File: src/bbsp_pkg.sv
package bbsp_pkg;
  // APB byte offsets, one aligned word each
  localparam logic [7:0] OFF_CFG1 = 8'h00;
  localparam logic [7:0] OFF_CFG2 = 8'h04;
  localparam logic [7:0] OFF_RXS  = 8'h08;
  localparam logic [7:0] OFF_MASK = 8'h0c;
  localparam logic [7:0] OFF_ERR  = 8'h10;
  localparam logic [7:0] OFF_STAT = 8'h14;
  // Reset values
  localparam logic [7:0] CFG1_RST = 8'h00;
  localparam logic [7:0] CFG2_RST = 8'h00;
  localparam logic [7:0] RXS_RST  = 8'h00;
  localparam logic [2:0] MASK_RST = 3'h0;
  // First config field positions
  localparam int CFG1_BIDIR  = 0;
  localparam int CFG1_SYMIRQ = 1;
  localparam int CFG1_REDIR  = 2;
  // Second config page field
  localparam int CFG2_PAGE_LO = 6;
  // Receive setup field positions
  localparam int RXS_EN    = 0;
  localparam int RXS_QUART = 1;
  localparam int RXS_IDENT = 2;
  // Error flag positions
  localparam int ERR_OVF = 0;
  localparam int ERR_UNF = 1;
  localparam int ERR_FIR = 2;
  localparam int ERR_W   = 3;
  // Command register addresses (7 bit)
  localparam logic [6:0] CA_CFG1 = 7'h00;
  localparam logic [6:0] CA_CFG2 = 7'h01;
  localparam logic [6:0] CA_RXS  = 7'h02;
  localparam logic [6:0] CA_MASK = 7'h03;
  localparam logic [6:0] CA_ERR  = 7'h08;
  localparam logic [1:0] PAGE0   = 2'h0;
  // Transmit data word address bits 14:10
  localparam logic [4:0] TXD_ADDR = 5'h01;
  // Serial word timing in bit slots
  localparam logic [4:0] WORD_BITS = 5'h10;
  localparam logic [4:0] HALF_MARK = 5'h09;
  localparam logic [3:0] RD_BITS   = 4'h8;
  // Serial clock divider limits: MCLK/2 and MCLK/4
  localparam logic [1:0] DIV_FAST = 2'h0;
  localparam logic [1:0] DIV_SLOW = 2'h1;
  // Transmit FIFO depth
  localparam logic [2:0] FIFO_DEPTH = 3'h4;
  // One-hot command register selector
  typedef enum logic [5:0] {
    SEL_NONE = 6'b000001,
    SEL_CFG1 = 6'b000010,
    SEL_CFG2 = 6'b000100,
    SEL_RXS  = 6'b001000,
    SEL_MASK = 6'b010000,
    SEL_ERR  = 6'b100000
  } bbsp_sel_t;
endpackage

File: src/bbsp_serial_host.sv
// Design decisions made here: the address map and register access over APB.
module bbsp_serial_host (
  input  wire logic        pclk,
  input  wire logic        presetn,
  input  wire logic [7:0]  paddr,
  input  wire logic        psel,
  input  wire logic        penable,
  input  wire logic        pwrite,
  input  wire logic [31:0] pwdata,
  output logic      [31:0] prdata,
  output logic             pready,
  output logic             pslverr,
  output logic             sclk,
  input  wire logic        command_data_line_in,
  output logic             command_data_line_out,
  output logic             command_data_line_oe,
  input  wire logic        command_frame_sync,
  output logic             readback_data_line,
  output logic             readback_frame_sync,
  output logic             receive_data_line,
  output logic             receive_frame_sync,
  output logic             irq_n,
  input  wire logic        symbol_clk,
  input  wire logic        fir_overflow,
  input  wire logic        tx_word_demand,
  output logic      [15:0] tx_word,
  output logic             tx_word_valid,
  input  wire logic        rx_sample_valid,
  input  wire logic [15:0] rx_i,
  input  wire logic [15:0] rx_q
);
  import bbsp_pkg::*;

  // Map page and address to a command register
  function automatic bbsp_sel_t cmd_sel(input logic [1:0] page,
                                        input logic [6:0] addr);
    cmd_sel = SEL_NONE;
    if (addr == CA_CFG1) begin
      cmd_sel = SEL_CFG1;
    end else if (addr == CA_CFG2) begin
      cmd_sel = SEL_CFG2;
    end else if (page == PAGE0) begin
      case (addr)
        CA_RXS:  cmd_sel = SEL_RXS;
        CA_MASK: cmd_sel = SEL_MASK;
        CA_ERR:  cmd_sel = SEL_ERR;
        default: cmd_sel = SEL_NONE;
      endcase
    end
  endfunction

  logic [7:0]       cfg1_q;       // First config
  logic [7:0]       cfg2_q;       // Second config, page in 7:6
  logic [7:0]       rxs_q;        // Receive setup
  logic [ERR_W-1:0] mask_q;       // One enables a source
  logic [ERR_W-1:0] err_q;        // Sticky error flags
  logic [ERR_W-1:0] err_set;      // Flag events this cycle
  logic [ERR_W-1:0] err_clr;      // Flags reported by a read
  logic [1:0]       div_q;        // Serial clock divider
  logic [1:0]       div_lim;      // Divider limit for rate
  logic             rise_p;       // Serial clock rises now
  logic             fall_p;       // Serial clock falls now
  logic [4:0]       cmd_cnt_q;    // Command bits still due
  logic [15:0]      cmd_sh_q;     // Command shift register
  logic [15:0]      cmd_word;     // Completed command word
  logic [7:0]       cmd_hi;       // First byte once known
  logic             cmd_done;     // Command word complete
  logic             cmd_wr_p;     // Control write
  logic             half_p;       // First byte complete
  logic             rd_req;       // Read request decoded
  bbsp_sel_t        rd_sel;       // Read target
  bbsp_sel_t        wr_sel;       // Write target
  logic [7:0]       rd_val;       // Read data
  logic [15:0]      rb_word_q;    // Pending readback word
  logic             rb_pend_q;    // Readback word waiting
  logic [3:0]       od_cnt_q;     // Open-drain bits left
  logic [7:0]       od_sh_q;      // Open-drain shift data
  logic             od_oe_q;      // Pulling line low
  logic [15:0]      fifo_q [4];   // Transmit FIFO words
  logic [1:0]       wr_ptr_q;     // FIFO write index
  logic [1:0]       rd_ptr_q;     // FIFO read index
  logic [2:0]       count_q;      // FIFO occupancy
  logic             fifo_push;    // Transmit word arrives
  logic             fifo_full;    // No room left
  logic             fifo_empty;   // Nothing stored
  logic [15:0]      rx_i_q;       // Held I word
  logic [15:0]      rx_q_q;       // Held Q word
  logic             rx_i_pend_q;  // I word waiting
  logic             rx_q_pend_q;  // Q word waiting
  logic             keep_q;       // Decimation phase
  logic             src_pend [2]; // Port has a word
  logic [15:0]      src_word [2]; // Word for each port
  logic             take [2];     // Port loads a word
  logic             ser_dat [2];  // Port data bit
  logic             ser_fs [2];   // Port frame sync
  logic             apb_acc;      // APB access phase
  logic             apb_map;      // Address is mapped
  logic             redir;        // Readback on receive port
  logic             bidir;        // Command line two-way

  assign redir = cfg1_q[CFG1_REDIR];
  assign bidir = cfg1_q[CFG1_BIDIR];

  // Serial clock divider, MCLK/2 or MCLK/4
  assign div_lim = rxs_q[RXS_QUART] ? DIV_SLOW : DIV_FAST;
  assign rise_p  = (div_q >= div_lim) && !sclk;
  assign fall_p  = (div_q >= div_lim) && sclk;
  always_ff @(posedge pclk or negedge presetn) begin
    if (!presetn) begin
      div_q <= 2'h0;
      sclk  <= 1'b0;
    end else if (div_q >= div_lim) begin
      div_q <= 2'h0;
      sclk  <= !sclk;
    end else begin
      div_q <= div_q + 2'h1;
    end
  end

  // Command decode, sampled on falling serial clock
  assign cmd_word = {cmd_sh_q[14:0], command_data_line_in};
  assign cmd_hi   = {cmd_sh_q[6:0], command_data_line_in};
  assign cmd_done = fall_p && (cmd_cnt_q == 5'h01);
  assign half_p   = fall_p && (cmd_cnt_q == HALF_MARK);
  assign fifo_push = cmd_done && cmd_word[15]
                     && (cmd_word[14:10] == TXD_ADDR);
  assign cmd_wr_p = cmd_done && cmd_word[15] && !fifo_push;
  assign rd_req   = half_p && !cmd_hi[7];
  assign rd_sel   = cmd_sel(cfg2_q[7:6], cmd_hi[6:0]);
  assign wr_sel   = cmd_sel(cfg2_q[7:6], cmd_word[14:8]);

  // Read value of the selected register
  always_comb begin
    case (rd_sel)
      SEL_CFG1: rd_val = cfg1_q;
      SEL_CFG2: rd_val = cfg2_q;
      SEL_RXS:  rd_val = rxs_q;
      SEL_MASK: rd_val = {5'h00, mask_q};
      SEL_ERR:  rd_val = {5'h00, err_q};
      default:  rd_val = 8'h00;
    endcase
  end

  // Command shift register and frame counter
  always_ff @(posedge pclk or negedge presetn) begin
    if (!presetn) begin
      cmd_cnt_q <= 5'h00;
      cmd_sh_q  <= 16'h0000;
    end else if (fall_p) begin
      // Shift while a frame is open
      if (cmd_cnt_q != 5'h00) begin
        cmd_sh_q  <= cmd_word;
        cmd_cnt_q <= cmd_cnt_q - 5'h01;
      end
      // Sync on last slot: next bit starts a frame
      if (command_frame_sync) begin
        cmd_cnt_q <= WORD_BITS;
      end
    end
  end

  // Readback word capture and hand-off
  always_ff @(posedge pclk or negedge presetn) begin
    if (!presetn) begin
      rb_word_q <= 16'h0000;
      rb_pend_q <= 1'b0;
    end else begin
      if (rd_req) begin
        rb_word_q <= {1'b0, cmd_hi[6:0], rd_val};
      end
      if ((take[0] && !redir) || (take[1] && redir)) begin
        rb_pend_q <= 1'b0;
      end
      // Only non-bidirectional reads use a read port
      if (cmd_done && !cmd_word[15] && !bidir) begin
        rb_pend_q <= 1'b1;
      end
    end
  end

  // Open-drain answer in last eight bit slots
  assign command_data_line_out = 1'b0;
  assign command_data_line_oe  = od_oe_q;
  always_ff @(posedge pclk or negedge presetn) begin
    if (!presetn) begin
      od_cnt_q <= 4'h0;
      od_sh_q  <= 8'h00;
      od_oe_q  <= 1'b0;
    end else if (!bidir) begin
      od_cnt_q <= 4'h0;
      od_oe_q  <= 1'b0;
    end else if (half_p) begin
      if (rd_req) begin
        od_cnt_q <= RD_BITS;
        od_sh_q  <= rd_val;
      end
    end else if (rise_p) begin
      if (od_cnt_q != 4'h0) begin
        od_oe_q  <= !od_sh_q[7];
        od_sh_q  <= {od_sh_q[6:0], 1'b0};
        od_cnt_q <= od_cnt_q - 4'h1;
      end else begin
        od_oe_q  <= 1'b0;
      end
    end
  end

  // Transmit FIFO, four words
  assign fifo_full  = (count_q == FIFO_DEPTH);
  assign fifo_empty = (count_q == 3'h0);
  always_ff @(posedge pclk or negedge presetn) begin
    if (!presetn) begin
      for (int k = 0; k < 4; k++) begin
        fifo_q[k] <= 16'h0000;
      end
      wr_ptr_q      <= 2'h0;
      rd_ptr_q      <= 2'h0;
      count_q       <= 3'h0;
      tx_word       <= 16'h0000;
      tx_word_valid <= 1'b0;
    end else begin
      tx_word_valid <= tx_word_demand && !fifo_empty;
      if (fifo_push && !fifo_full) begin
        fifo_q[wr_ptr_q] <= cmd_word;
        wr_ptr_q         <= wr_ptr_q + 2'h1;
      end
      if (tx_word_demand && !fifo_empty) begin
        tx_word  <= fifo_q[rd_ptr_q];
        rd_ptr_q <= rd_ptr_q + 2'h1;
      end
      count_q <= count_q + {2'h0, fifo_push && !fifo_full}
                 - {2'h0, tx_word_demand && !fifo_empty};
    end
  end

  // Flag events and read-clear requests
  always_comb begin
    err_set          = '0;
    err_set[ERR_OVF] = fifo_push && fifo_full;
    err_set[ERR_UNF] = tx_word_demand && fifo_empty;
    err_set[ERR_FIR] = fir_overflow;
    err_clr          = '0;
    // APB clears only the flags its setup cycle latched
    if (apb_acc && !pwrite && paddr == OFF_ERR) begin
      err_clr = prdata[ERR_W-1:0];
    end
    // Serial read reports and clears the live flags
    if (rd_req && rd_sel == SEL_ERR) begin
      err_clr = err_q;
    end
  end

  // Sticky flags, set wins over clear
  always_ff @(posedge pclk or negedge presetn) begin
    if (!presetn) begin
      err_q <= '0;
    end else begin
      err_q <= (err_q & ~err_clr) | err_set;
    end
  end

  // Interrupt pin or symbol clock reference
  always_ff @(posedge pclk or negedge presetn) begin
    if (!presetn) begin
      irq_n <= 1'b1;
    end else if (cfg1_q[CFG1_SYMIRQ]) begin
      irq_n <= symbol_clk;
    end else begin
      irq_n <= !(|(err_q & mask_q));
    end
  end

  // Configuration registers, APB wins a tie
  assign apb_acc = psel && penable;
  always_ff @(posedge pclk or negedge presetn) begin
    if (!presetn) begin
      cfg1_q <= CFG1_RST;
      cfg2_q <= CFG2_RST;
      rxs_q  <= RXS_RST;
      mask_q <= MASK_RST;
    end else if (apb_acc && pwrite) begin
      case (paddr)
        OFF_CFG1: cfg1_q <= pwdata[7:0];
        OFF_CFG2: cfg2_q <= pwdata[7:0];
        OFF_RXS:  rxs_q  <= pwdata[7:0];
        OFF_MASK: mask_q <= pwdata[ERR_W-1:0];
        default:  ;
      endcase
    end else if (cmd_wr_p) begin
      case (wr_sel)
        SEL_CFG1: cfg1_q <= cmd_word[7:0];
        SEL_CFG2: cfg2_q <= cmd_word[7:0];
        SEL_RXS:  rxs_q  <= cmd_word[7:0];
        SEL_MASK: mask_q <= cmd_word[ERR_W-1:0];
        default:  ;
      endcase
    end
  end

  // APB read data latched in the setup phase
  assign pready  = 1'b1;
  assign apb_map = (paddr <= OFF_STAT) && (paddr[1:0] == 2'h0);
  always_ff @(posedge pclk or negedge presetn) begin
    if (!presetn) begin
      prdata  <= 32'h0000_0000;
      pslverr <= 1'b0;
    end else if (psel && !penable) begin
      pslverr <= !apb_map;
      case (paddr)
        OFF_CFG1: prdata <= {24'h000000, cfg1_q};
        OFF_CFG2: prdata <= {24'h000000, cfg2_q};
        OFF_RXS:  prdata <= {24'h000000, rxs_q};
        OFF_MASK: prdata <= {29'h0, mask_q};
        OFF_ERR:  prdata <= {29'h0, err_q};
        OFF_STAT: prdata <= {26'h0, rb_pend_q, rx_i_pend_q,
                             rx_q_pend_q, count_q};
        default:  prdata <= 32'h0000_0000;
      endcase
    end
  end

  // Receive sample capture with optional decimation
  always_ff @(posedge pclk or negedge presetn) begin
    if (!presetn) begin
      rx_i_q      <= 16'h0000;
      rx_q_q      <= 16'h0000;
      rx_i_pend_q <= 1'b0;
      rx_q_pend_q <= 1'b0;
      keep_q      <= 1'b1;
    end else if (!rxs_q[RXS_EN]) begin
      rx_i_pend_q <= 1'b0;
      rx_q_pend_q <= 1'b0;
      keep_q      <= 1'b1;
    end else begin
      if (take[1] && !redir) begin
        if (rx_i_pend_q) begin
          rx_i_pend_q <= 1'b0;
        end else begin
          rx_q_pend_q <= 1'b0;
        end
      end
      if (rx_sample_valid) begin
        keep_q <= !keep_q || !rxs_q[RXS_QUART];
        if (keep_q || !rxs_q[RXS_QUART]) begin
          rx_i_q      <= rxs_q[RXS_IDENT] ? {rx_i[15:1], symbol_clk}
                                          : rx_i;
          rx_q_q      <= rx_q;
          rx_i_pend_q <= 1'b1;
          rx_q_pend_q <= 1'b1;
        end
      end
    end
  end

  // Word sources for readback and receive ports
  always_comb begin
    src_pend[0] = rb_pend_q && !redir;
    src_word[0] = rb_word_q;
    if (redir) begin
      src_pend[1] = rb_pend_q;
      src_word[1] = rb_word_q;
    end else begin
      src_pend[1] = rx_i_pend_q || rx_q_pend_q;
      src_word[1] = rx_i_pend_q ? rx_i_q : rx_q_q;
    end
  end

  // Output serialisers, driven on rising serial clock
  for (genvar p = 0; p < 2; p++) begin : g_port
    logic [4:0]  cnt_q; // Bits left
    logic [15:0] sh_q;  // Shift data
    logic        dat_q; // Line bit
    logic        fs_q;  // Frame sync
    assign take[p] = rise_p && src_pend[p] && (cnt_q <= 5'h01);
    assign ser_dat[p] = dat_q;
    assign ser_fs[p]  = fs_q;
    always_ff @(posedge pclk or negedge presetn) begin
      if (!presetn) begin
        cnt_q <= 5'h00;
        sh_q  <= 16'h0000;
        dat_q <= 1'b0;
        fs_q  <= 1'b0;
      end else if (rise_p) begin
        if (cnt_q != 5'h00) begin
          dat_q <= sh_q[15];
          sh_q  <= {sh_q[14:0], 1'b0};
          cnt_q <= cnt_q - 5'h01;
        end else begin
          dat_q <= 1'b0;
        end
        fs_q <= take[p];
        if (take[p]) begin
          sh_q  <= src_word[p];
          cnt_q <= WORD_BITS;
        end
      end
    end
  end
  assign readback_data_line  = ser_dat[0];
  assign readback_frame_sync = ser_fs[0];
  assign receive_data_line   = ser_dat[1];
  assign receive_frame_sync  = ser_fs[1];

  // Checks on flags, interrupt, clock and ports
  irq_assert_a: assert property (@(posedge pclk) disable iff (!presetn)
    (|(err_q & mask_q)) && !cfg1_q[CFG1_SYMIRQ] |=> !irq_n)
    else $error("interrupt not asserted for unmasked flag");
  fifo_ovf_a: assert property (@(posedge pclk) disable iff (!presetn)
    fifo_push && fifo_full |=> err_q[ERR_OVF]
    && (count_q == FIFO_DEPTH - {2'h0, $past(tx_word_demand)}))
    else $error("overflow flag missing");
  fifo_unf_a: assert property (@(posedge pclk) disable iff (!presetn)
    tx_word_demand && fifo_empty |=> err_q[ERR_UNF] && !tx_word_valid)
    else $error("underrun flag missing");
  fir_flag_a: assert property (@(posedge pclk) disable iff (!presetn)
    fir_overflow |=> err_q[ERR_FIR])
    else $error("filter overflow flag missing");
  mask_reset_a: assert property (@(posedge pclk) disable iff (!presetn)
    !$past(presetn) |-> (mask_q == MASK_RST) && irq_n)
    else $error("mask not cleared by reset");
  sclk_slow_a: assert property (@(posedge pclk) disable iff (!presetn)
    $rose(sclk) && rxs_q[RXS_QUART] ##1 rxs_q[RXS_QUART] |-> sclk ##1 !sclk)
    else $error("quarter rate serial clock wrong");
  sclk_fast_a: assert property (@(posedge pclk) disable iff (!presetn)
    $rose(sclk) && !rxs_q[RXS_QUART] |=> !sclk)
    else $error("half rate serial clock wrong");
  rb_sync_a: assert property (@(posedge pclk) disable iff (!presetn)
    $rose(readback_frame_sync) |-> $past(rb_pend_q) && !$past(redir))
    else $error("readback frame without a read");
  od_release_a: assert property (@(posedge pclk) disable iff (!presetn)
    !bidir |=> !command_data_line_oe)
    else $error("command line driven while input only");
  flag_hold_a: assert property (@(posedge pclk) disable iff (!presetn)
    err_q[ERR_FIR] && err_clr == '0 |=> err_q[ERR_FIR])
    else $error("flag dropped without read");
  bidir_read_c: cover property (@(posedge pclk) disable iff (!presetn)
    rd_req && bidir ##[1:200] command_data_line_oe);
  fifo_full_c: cover property (@(posedge pclk) disable iff (!presetn)
    fifo_push && fifo_full);
  rx_frame_c: cover property (@(posedge pclk) disable iff (!presetn)
    $rose(receive_frame_sync) && !redir);
endmodule

File: config.mk
export PLATFORM = sky130hd
export DESIGN_NAME = bbsp_serial_host
export DESIGN_NICKNAME = d
export VERILOG_FILES = /design/src/bbsp_pkg.sv /design/src/bbsp_serial_host.sv
export SDC_FILE = /design/constraint.sdc
export NUM_CORES = 1
export LEC_CHECK = 0
export BUFFER_PORTS_ARGS = -buffer_cell sky130_fd_sc_hd__buf_2
export CAP_MARGIN = 20
export CORE_MARGIN = 4
export CORE_UTILIZATION = 50
export CTS_CLUSTER_DIAMETER = 40
export DETAILED_ROUTE_END_ITERATION = 10
export PLACE_DENSITY = 0.78
export RECOVER_POWER = 100
export SLEW_MARGIN = 20
export SYNTH_ARGS = -nofsm -noshare
export SYNTH_HDL_FRONTEND = slang
export SYNTH_SLANG_ARGS = --single-unit
File: constraint.sdc
create_clock -name pclk -period 7.7 [get_ports pclk]
set_clock_uncertainty 0.15 [all_clocks]
set_input_delay 0.385 -clock pclk [delete_from_list [all_inputs] [get_ports pclk]]
set_output_delay 0.385 -clock pclk [all_outputs]
set_load 0.05 [all_outputs]
# Yosys cells after proc, flatten, opt, wreduce, memory -nomap -nowiden
# Index checks and enable logic that the tools add are counted.
[totals]
regBits = 285
elab_cells = 260
out_inout_bits = 59
inputBits = 83
[classes]
eq_ne = 37
n_bitwise = 6
add_sub_neg = 9
reduce_logical = 83
mux = 79
n_lt_le_gt_ge = 7
[op_table]
columns = ["op", "count"]
rows = [
  ["16-bit two-way mux", 9],
  ["8-bit two-way mux", 16],
  ["64-bit bitwise mux", 1],
  ["8-bit case mux with 6 select lines", 1],
  ["8-bit case mux with 5 select lines", 1],
  ["6-bit two-way mux", 6],
  ["6-bit case mux with 3 select lines", 2],
  ["16-bit binary-select mux with 2-bit select", 1],
  ["16-bit demux with 2-bit select", 1],
  ["1-bit logical AND", 30],
  ["5-bit two-way mux", 6],
  ["7-bit by 2-bit == test with 1-bit output, second input constant", 4],
  ["1-bit two-way mux", 23],
  ["2-bit nonzero test", 11],
  ["4-bit two-way mux", 5],
  ["3-bit two-way mux", 6],
  ["3-bit AND reduction", 6],
  ["8-bit by 4-bit == test with 1-bit output, second input constant", 2],
  ["8-bit by 5-bit == test with 1-bit output, second input constant", 2],
  ["1-bit zero test", 15],
  ["5-bit nonzero test", 3],
  ["5-bit by 1-bit subtractor with 5-bit output, second input constant", 3],
  ["7-bit by 1-bit == test with 1-bit output, second input constant", 2],
  ["7-bit by 4-bit == test with 1-bit output, second input constant", 2],
  ["36 further kinds", 63],
]

# Longest topological paths before layout
# Gate-level depths: netlist of the first run.
[logic_depth]
ltp_word = 11
ltp_mapped = 12
depth_no_buf = 11

# Least setup slack after synthesis of the first run
# No wires, ideal clock.
[synth_timing]
path_kind = "register to register"
from = "reg rxs_q[1]"
to = "reg count_q[2]"
setup_slack_ns = 4.894
path_stages_with_launch = 12
arrival_ns = 2.530
required_ns = 7.424
n_path_buf = 1
cell_sequence = "dfrtp_1 -> ha_1 -> or3b_2 -> buf_2 -> nand4_1 -> ha_1 -> inv_1 -> ha_1 -> inv_1 -> fa_1 -> xnor2_1 -> xnor2_1"
[synth_between]
elab_chain_len = 9
[synth_lines]
columns = ["element", "line", "source"]
rows = [
  ["start: declaration", "bbsp_serial_host.sv:54", "logic [7:0] rxs_q;"],
  ["start signal: assignment", "bbsp_serial_host.sv:285", "OFF_RXS: rxs_q <= pwdata[7:0];"],
  ["start signal: assignment", "bbsp_serial_host.sv:293", "SEL_RXS: rxs_q <= cmd_word[7:0];"],
  ["1-bit two-way mux", "bbsp_serial_host.sv:105", "assign div_lim = rxs_q[RXS_QUART] ? DIV_SLOW : DIV_FAST;"],
  ["2-bit by 1-bit >= comparator with 1-bit output", "bbsp_serial_host.sv:107", "assign fall_p = (div_q >= div_lim) && sclk;"],
  ["1-bit logical AND", "bbsp_serial_host.sv:107", ""],
  ["1-bit logical AND", "bbsp_serial_host.sv:123", "assign cmd_done = fall_p && (cmd_cnt_q == 5'h01);"],
  ["1-bit logical AND", "bbsp_serial_host.sv:125", "assign fifo_push = cmd_done && cmd_word[15]"],
  ["1-bit logical AND", "bbsp_serial_host.sv:126", "&& (cmd_word[14:10] == TXD_ADDR);"],
  ["1-bit logical AND", "bbsp_serial_host.sv:231", "count_q <= count_q + {2'h0, fifo_push && !fifo_full}"],
  ["3-bit by 1-bit adder with 3-bit output", "bbsp_serial_host.sv:231", ""],
  ["3-bit by 1-bit subtractor with 3-bit output", "bbsp_serial_host.sv:232", "- {2'h0, tx_word_demand && !fifo_empty};"],
  ["end signal: assignment", "bbsp_serial_host.sv:231", ""],
  ["end: declaration", "bbsp_serial_host.sv:82", "logic [2:0] count_q;"],
]
# No other way between the ends.
# A chain may end at the register's enable or synchronous reset.

==> run summary, run 1 <==
CTS clk-pin slew, worst paths = 0.06 ns
Cts hold-fix bufs = 37
Post-route antenna net violation count = 0
Worst reg2reg setup slack = 4.00 ns
Via Count = 8446
Dpl cells = 1369
Placer Congestion = 0.896
CP cell instances = dlygate4sd3_1, buf_8, clkbuf_1
Post-Layout Cell Count = 1469
Kind of critical path = input port to asynchronous set/reset pin
CTS H-tree depth = 2
Port Buffers = 91
Crit-path slowest cell = clkbuf_1
Arr. time, crit path = 3.97 ns
Nets@finish = 1218
#FFs+latches synth = 261
Fmax = 238 MHz
Crit share post-route = 54.6%
Area Overhead vs Synth = 16.2%
Critical path data required time = 7.47 ns
Max-capacitance violation count = 6
Hold depth = 4
IO Pins = 142
Detailed placement HPWL = 18000 um
Worst-margin pin slew = 3.09 ns
Synth Area in XOR/XNOR = 1.06%
Main combinational cell family by area after synthesis = multiplexers
Die height = 165 um
HP Class = input port to flip-flop
Die ar. = 27300 um^2
Leakage dissipation = 6.72 nW
Via density = 5.75
Hold Vio Cnt, Final = 0
# DRC = 0
RSZ-0062 raised after global routing = no
Synth cell types = 75
Pin count of the biggest net entering global routing = 128
Pins over their slew limit = 135
Adder-Cell Fraction of Synth Area = 1.68%
Hold endpoint = prdata[2]
1st-pass router iterations = 5
Status = complete, but fails checks
Synthesized area per cell = 12.3 um^2
Ant. Diodes = 0
TritonCTS Sinks = 261
Vias in the first global route = 8800
Synth Area in Simple Gates = 10.8%
Max FO, Critical Path = 127
First-pass GRT wire length = 45500 um
Failing checks = max-capacitance violations, max-slew violations
Num rows = 57
FF-to-FF End = od_sh_q[0]
Num CTS Buffers = 35
Initial DRC count = 700
Min-delay src = penable
Starting Density = 50.9%
Crit. End Element = asynchronous set/reset pin
Post-synthesis mux area share = 19.7%
WL per Instance = 19.2 um
Seq/Total Area, Yosys = 52.8%
Worst vdd ir = 0.158 mV
Post-CTS setup buffers = 0
Slew headroom = -106%
Mapped Cells = 1003
Max incr delay on CP = 2.24 ns
Antenna violations before repair = 1
Grt total ovfl = 0
Share of cells above drive strength 1 = 27.7%
Routed WL = 28200 um
PwrDens = 295 nW/um^2
Clock Latency Late Sink = 0.51 ns
Root Buffer = clkbuf_16
Fin crit period = 4.20 ns
Clock Tree Buf Depth = 3
Synth Area in Compound Gates = 9.24%
Reg2Reg Depth = 6
Total Routing Usage GR = 20.7%
R2r startpoint = rxs_q[1]
# setup viols final = 0
Synthesized area = 12400 um^2
Post-synth EDFFs = 0
Die X = 165 um
Core ar. = 24300 um^2
YS warnings = 0
CTS tree = built
Type of element launching the critical path = input port
Ys flop type = dfrtp_1
Share of synthesized registers carrying an async set or reset = 100%
Post-CTS resize count = 0
Setup TNS = 0 ns
==> state kept, by name (all words and copies together) (netlist names), 10 cells and up <==
register and flops:
rb_word_q 15, rx_q_q 16, cmd_sh_q 15, rx_i_q 16
g_port.sh_q 32, tx_word 16, g_port.cnt_q 10, fifo_q 64
==> how the worst max path moves through the flow <==
stage                     startpoint    endpoint  slack, ns  cells after the start
final                        presetn  fifo_q[14]       3.50                      3
after global routing         presetn  fifo_q[43]       2.63                      3
after CTS                   rxs_q[1]  count_q[2]       4.49                     10
after detailed placement    rxs_q[1]  count_q[2]       4.54                     10
after global placement      rxs_q[1]  count_q[2]       4.56                     10
after floorplan             rxs_q[1]  count_q[2]       4.89                     11
==> per-layer routing <==
metal	up-vias	track usage (%)	routed length (um)	part of all wire, %
li1	3849	-	-	-
met1	4238	28.4	12500	44
met2	303	34.0	13200	47
met3	54	4.39	1960	7.0
met4	2	5.02	512	1.8
met5	-	0	13	0.046
==> cell usage after synthesis (all sizes together), types with 4 or more instances <==
master,count,area [um^2]
dfrtp,259,6480
mux2,151,1700
nand2,64,240
buf,48,318
clkbuf,37,139
mux2i,35,350
nand3,34,193
inv,33,124
nor2,33,124
nor3,33,185
o21ai,29,145
nor2b,23,144
mux4,17,383
ha,15,188
a221o,14,140
o221a,14,158
xnor2,12,105
or2,10,62.6
a21oi,9,45.0
o2bb2ai,9,78.8
nand4,8,50.1
a22o,7,61.3
a32oi,7,61.3
o32ai,7,125
or3,7,43.8
and3,6,37.5
nand2b,5,31.3
nor4,5,31.3
a21o,4,30.0
a22oi,4,30.0
nand4b,4,35.0
nor4b,4,35.0
==> critical path: cells and delay by family <==
kind | cells | cell delay, ns
buffers and inverters | 3 | 3.49
==> placed cells by master, fill, tap and decap left out, types with 26 or more instances in the layout <==
cell and instances:
buf_2 55, dlygate4sd3_1 37, inv_1 32, nor3_1 32, mux2i_1 35, dfrtp_1 258, nand3_1 34, o21ai_0 29
nor2_1 33, nand2_1 64, clkbuf_16 36, clkbuf_1 49, mux2_2 148, conb_1 26
==> kinds of logic after synthesis <==
group,count (synthesis)
compound gates,137
xor+xnor,15
fa+ha+maj,16
buf+inv,118
flops,261
mux,203
other cells,2
simple gates,251
==> through the flow <==
stage	instance area (um^2)	setup WS, ns	power (W)	utilization, %	hold WS, ns
floorplan	12500	4.89	0.00235	-	-0.0606
global placement	13000	4.56	0.00253	53.4	0.267
detailed placement	13000	4.54	0.00256	53.4	0.275
CTS	14600	4.49	0.00428	59.9	0.115
global route	14400	2.63	0.00443	59.1	0.159
finish	14400	3.50	0.00424	59.1	0.126
==> power by group <==
group / switching (W) / internal, W
Clock: 0.000619 / 0.00106
Combinational: 0.000350 / 0.000339
Sequential: 0.000282 / 0.00159
Total: 0.00125 / 0.00299
==> area by class of cell <==
type                            count  area (um^2)
Sequential cell                   261         6540
Fill cell                        1910         9940
Tap cell                          324          405
Multi-Input combinational cell    648         5250
Clock buffer                       44          961
Inverter                           33          124
Clock inverter                     19          263
Timing Repair Buffer              140          848
(Power assumes the default switching activity.)
==> run 2, diff against run 1 <==
--- a/config.mk
+++ b/config.mk
@@ -11,7 +11,7 @@
 export CORE_UTILIZATION = 50
 export CTS_CLUSTER_DIAMETER = 40
 export DETAILED_ROUTE_END_ITERATION = 10
-export PLACE_DENSITY = 0.78
+export PLACE_DENSITY = 0.81
 export RECOVER_POWER = 100
 export SLEW_MARGIN = 20
 export SYNTH_ARGS = -nofsm -noshare
==> constraint.sdc (replaced) <==
create_clock -name pclk -period 3.7 [get_ports pclk]
set_clock_uncertainty 0.15 [all_clocks]
set_input_delay 0.185 -clock pclk [delete_from_list [all_inputs] [get_ports pclk]]
set_output_delay 0.185 -clock pclk [all_outputs]
set_load 0.05 [all_outputs]
==> run 2 against run 1 <==
Final cell count grew 1.4%. Critical endpoint is now rxs_q[4]. Core utilization grew 0.96 points. Sequential cell count is the same. Worst setup slack lost 3.1 ns. Critical path depth grew 3. Combinational power grew 120%. Total power grew 110%. The run still ends with max-capacitance violations, max-slew violations left. Clock power grew 100%. Sequential power grew 110%.
==> run summary, run 2 (synthesis results as in run 1) <==
Via Count = 8608 (+1.9%)
Via density = 5.78 (+0.48%)
Worst vdd ir = 0.310 mV (+96%)
Leakage dissipation = 6.82 nW (+1.5%)
Root Buffer = clkbuf_16
Core ar. = 24300 um^2 (unchanged)
Type of element launching the critical path = flip-flop
Largest reg by FF count = fifo_q
Die ar. = 27300 um^2 (unchanged)
Failing checks = max-capacitance violations, max-slew violations
IO Pins = 142 (unchanged)
Leading cell type in the layout, fill and taps excluded = dfrtp_1
Share of cells above drive strength 1 = 28.7% (+0.98 points)
Kind of critical path = flip-flop to flip-flop
Routed WL = 29100 um (+3.3%)
1st-pass router iterations = 6 (+1)
Max-capacitance violation count = 2 (-4)
Nets@finish = 1240 (+1.8%)
Pins over their slew limit = 138 (+2.2%)
Biggest regs = fifo_q x64, g_port.sh_q x32
HP Class = input port to flip-flop
Vias in the first global route = 8854 (+0.61%)
Initial DRC count = 916 (+31%)
Max FFs per register = 64 (unchanged)
Detailed placement HPWL = 18600 um (+3.5%)
Placer Congestion = 0.892 (-0.46%)
Setup TNS = 0 ns (unchanged)
Antenna violations before repair = 1 (unchanged)
Area Overhead vs Synth = 18.1%
CTS H-tree depth = 2 (unchanged)
Critical path data required time = 3.93 ns (-3.54 ns)
# DRC = 0 (unchanged)
PwrDens = 599 nW/um^2 (+100%)
Non-Filler Cell Area, Final = 14600 um^2 (+1.6%)
Crit. End Element = flip-flop
CTS clk-pin slew, worst paths = 0.05 ns (about the same)
Slew headroom = -64.1% (+42 points)
Num rows = 57 (unchanged)
Hold Vio Cnt, Final = 0 (unchanged)
Status = complete, but fails checks
TritonCTS Sinks = 261 (unchanged)
Post-CTS setup buffers = 0 (unchanged)
Max FO, Critical Path = 16 (-87%)
Placed Area = 13100 um^2 (+0.68%)
Post-route antenna net violation count = 0 (unchanged)
Post-CTS resize count = 0 (unchanged)
Num CTS Buffers = 35 (unchanged)
Clock Latency Late Sink = 0.51 ns (about the same)
Grt total ovfl = 0 (unchanged)
Fin crit period = 3.26 ns
Die X = 165 um (unchanged)
# setup viols final = 0 (unchanged)
RSZ-0062 raised after global routing = no
Total Routing Usage GR = 21.3% (+0.64 points)
Crit share post-route = 88.1%
Port Buffers = 91 (unchanged)
Fmax = 307 MHz
Starting Density = 50.9% (unchanged)
First-pass GRT wire length = 46700 um (+2.6%)
Die height = 165 um (unchanged)
Pin count of the biggest net entering global routing = 103 (-20%)
Worst-margin pin slew = 2.46 ns (-0.626 ns)
Most frequent cells in the layout = 259 x dfrtp_1, 148 x mux2_2, 64 x nand2_1
Clock Tree Buf Depth = 3 (unchanged)
Arr. time, crit path = 3.49 ns (-0.48 ns)
CTS tree = built
WL per Instance = 19.5 um (+1.9%)
-- run 2: cell count changes in the layout (fill, tap and decap cells not counted), moves of 2 or more --
cell | previous run | this run
buf_4 | 3 | 15
dlygate4sd3_1 | 37 | 49
clkbuf_1 | 49 | 43
o32ai_1 | 7 | 3
o32ai_4 | 0 | 3
bufinv_16 | 5 | 3
clkbuf_2 | 0 | 2
clkbuf_8 | 3 | 5
-- run 2: final cells by class --
type	count	area, um^2
fillers	1885	9700
flip-flops and latches	261	6530
multi-input cells	648	5310
repair buffers	162	1060
clock buffers	45	985
well taps	324	405
clock inverters	16	198
inverters	33	124
diodes	1	2.50
-- run 2: layer usage --
metal	vias to the layer above	GRT usage, %	part of all wire (%)
met2	352	33.9	47
met4	0	5.51	1.8
met5	-	0	0
met3	41	4.49	8.0
met1	4338	30.2	43
li1	3877	-	-
-- run 2: what timing repair did --
item | in CTS | in global routing
setup endpoints to repair | 0 | 0
hold buffers | 49 | 0
endpoints found under the hold margin | 165 | 0
-- run 2: report_power, final --
| part | internal (W) | switching (W) |
|---|---|---|
| clock network | 0.00210 | 0.00127 |
| registers | 0.00330 | 0.000570 |
| logic | 0.000722 | 0.000793 |
| total | 0.00613 | 0.00263 |
-- run 2: final timing paths --
check | to | startpoint | slack (ns) | cells after the start
min in group asynchronous | rx_i_q[15] | presetn | 0.83 | 2
max in group asynchronous | fifo_q[4] | presetn | 0.95 | 3
min reg2reg | div_q[0] | div_q[0] | 0.29 | 1
min | prdata[2] | psel | 0.02 | 4
max | rxs_q[4] | rxs_q[1] | 0.44 | 6
max reg2reg | rxs_q[4] | rxs_q[1] | 0.44 | 6
-- run 2: through the flow --
step | util (%) | hold WS [ns] | instances | total power (W) | setup slack, ns
2_1_floorplan | - | -0.261 | 1027 | 0.00489 | 0.894
4_1_cts | 60.6 | 0.0144 | 1489 | 0.00882 | 0.790
5_1_grt | 60.1 | 0.0482 | 1490 | 0.00916 | 0.338
6_report | 60.1 | 0.0238 | 1490 | 0.00876 | 0.439
3_3_place_gp | 53.7 | 0.128 | 1379 | 0.00529 | 0.865
3_5_place_dp | 53.7 | 0.127 | 1379 | 0.00537 | 0.797
-- run 2: critical path, cell delays in order, from the launching register on --
cell      delay [ns]
dfrtp_1         0.45
ha_1            0.32
or3b_2          0.13
clkbuf_1        0.53
nand3_1         0.47
o32ai_4         0.68
mux2_2          0.40
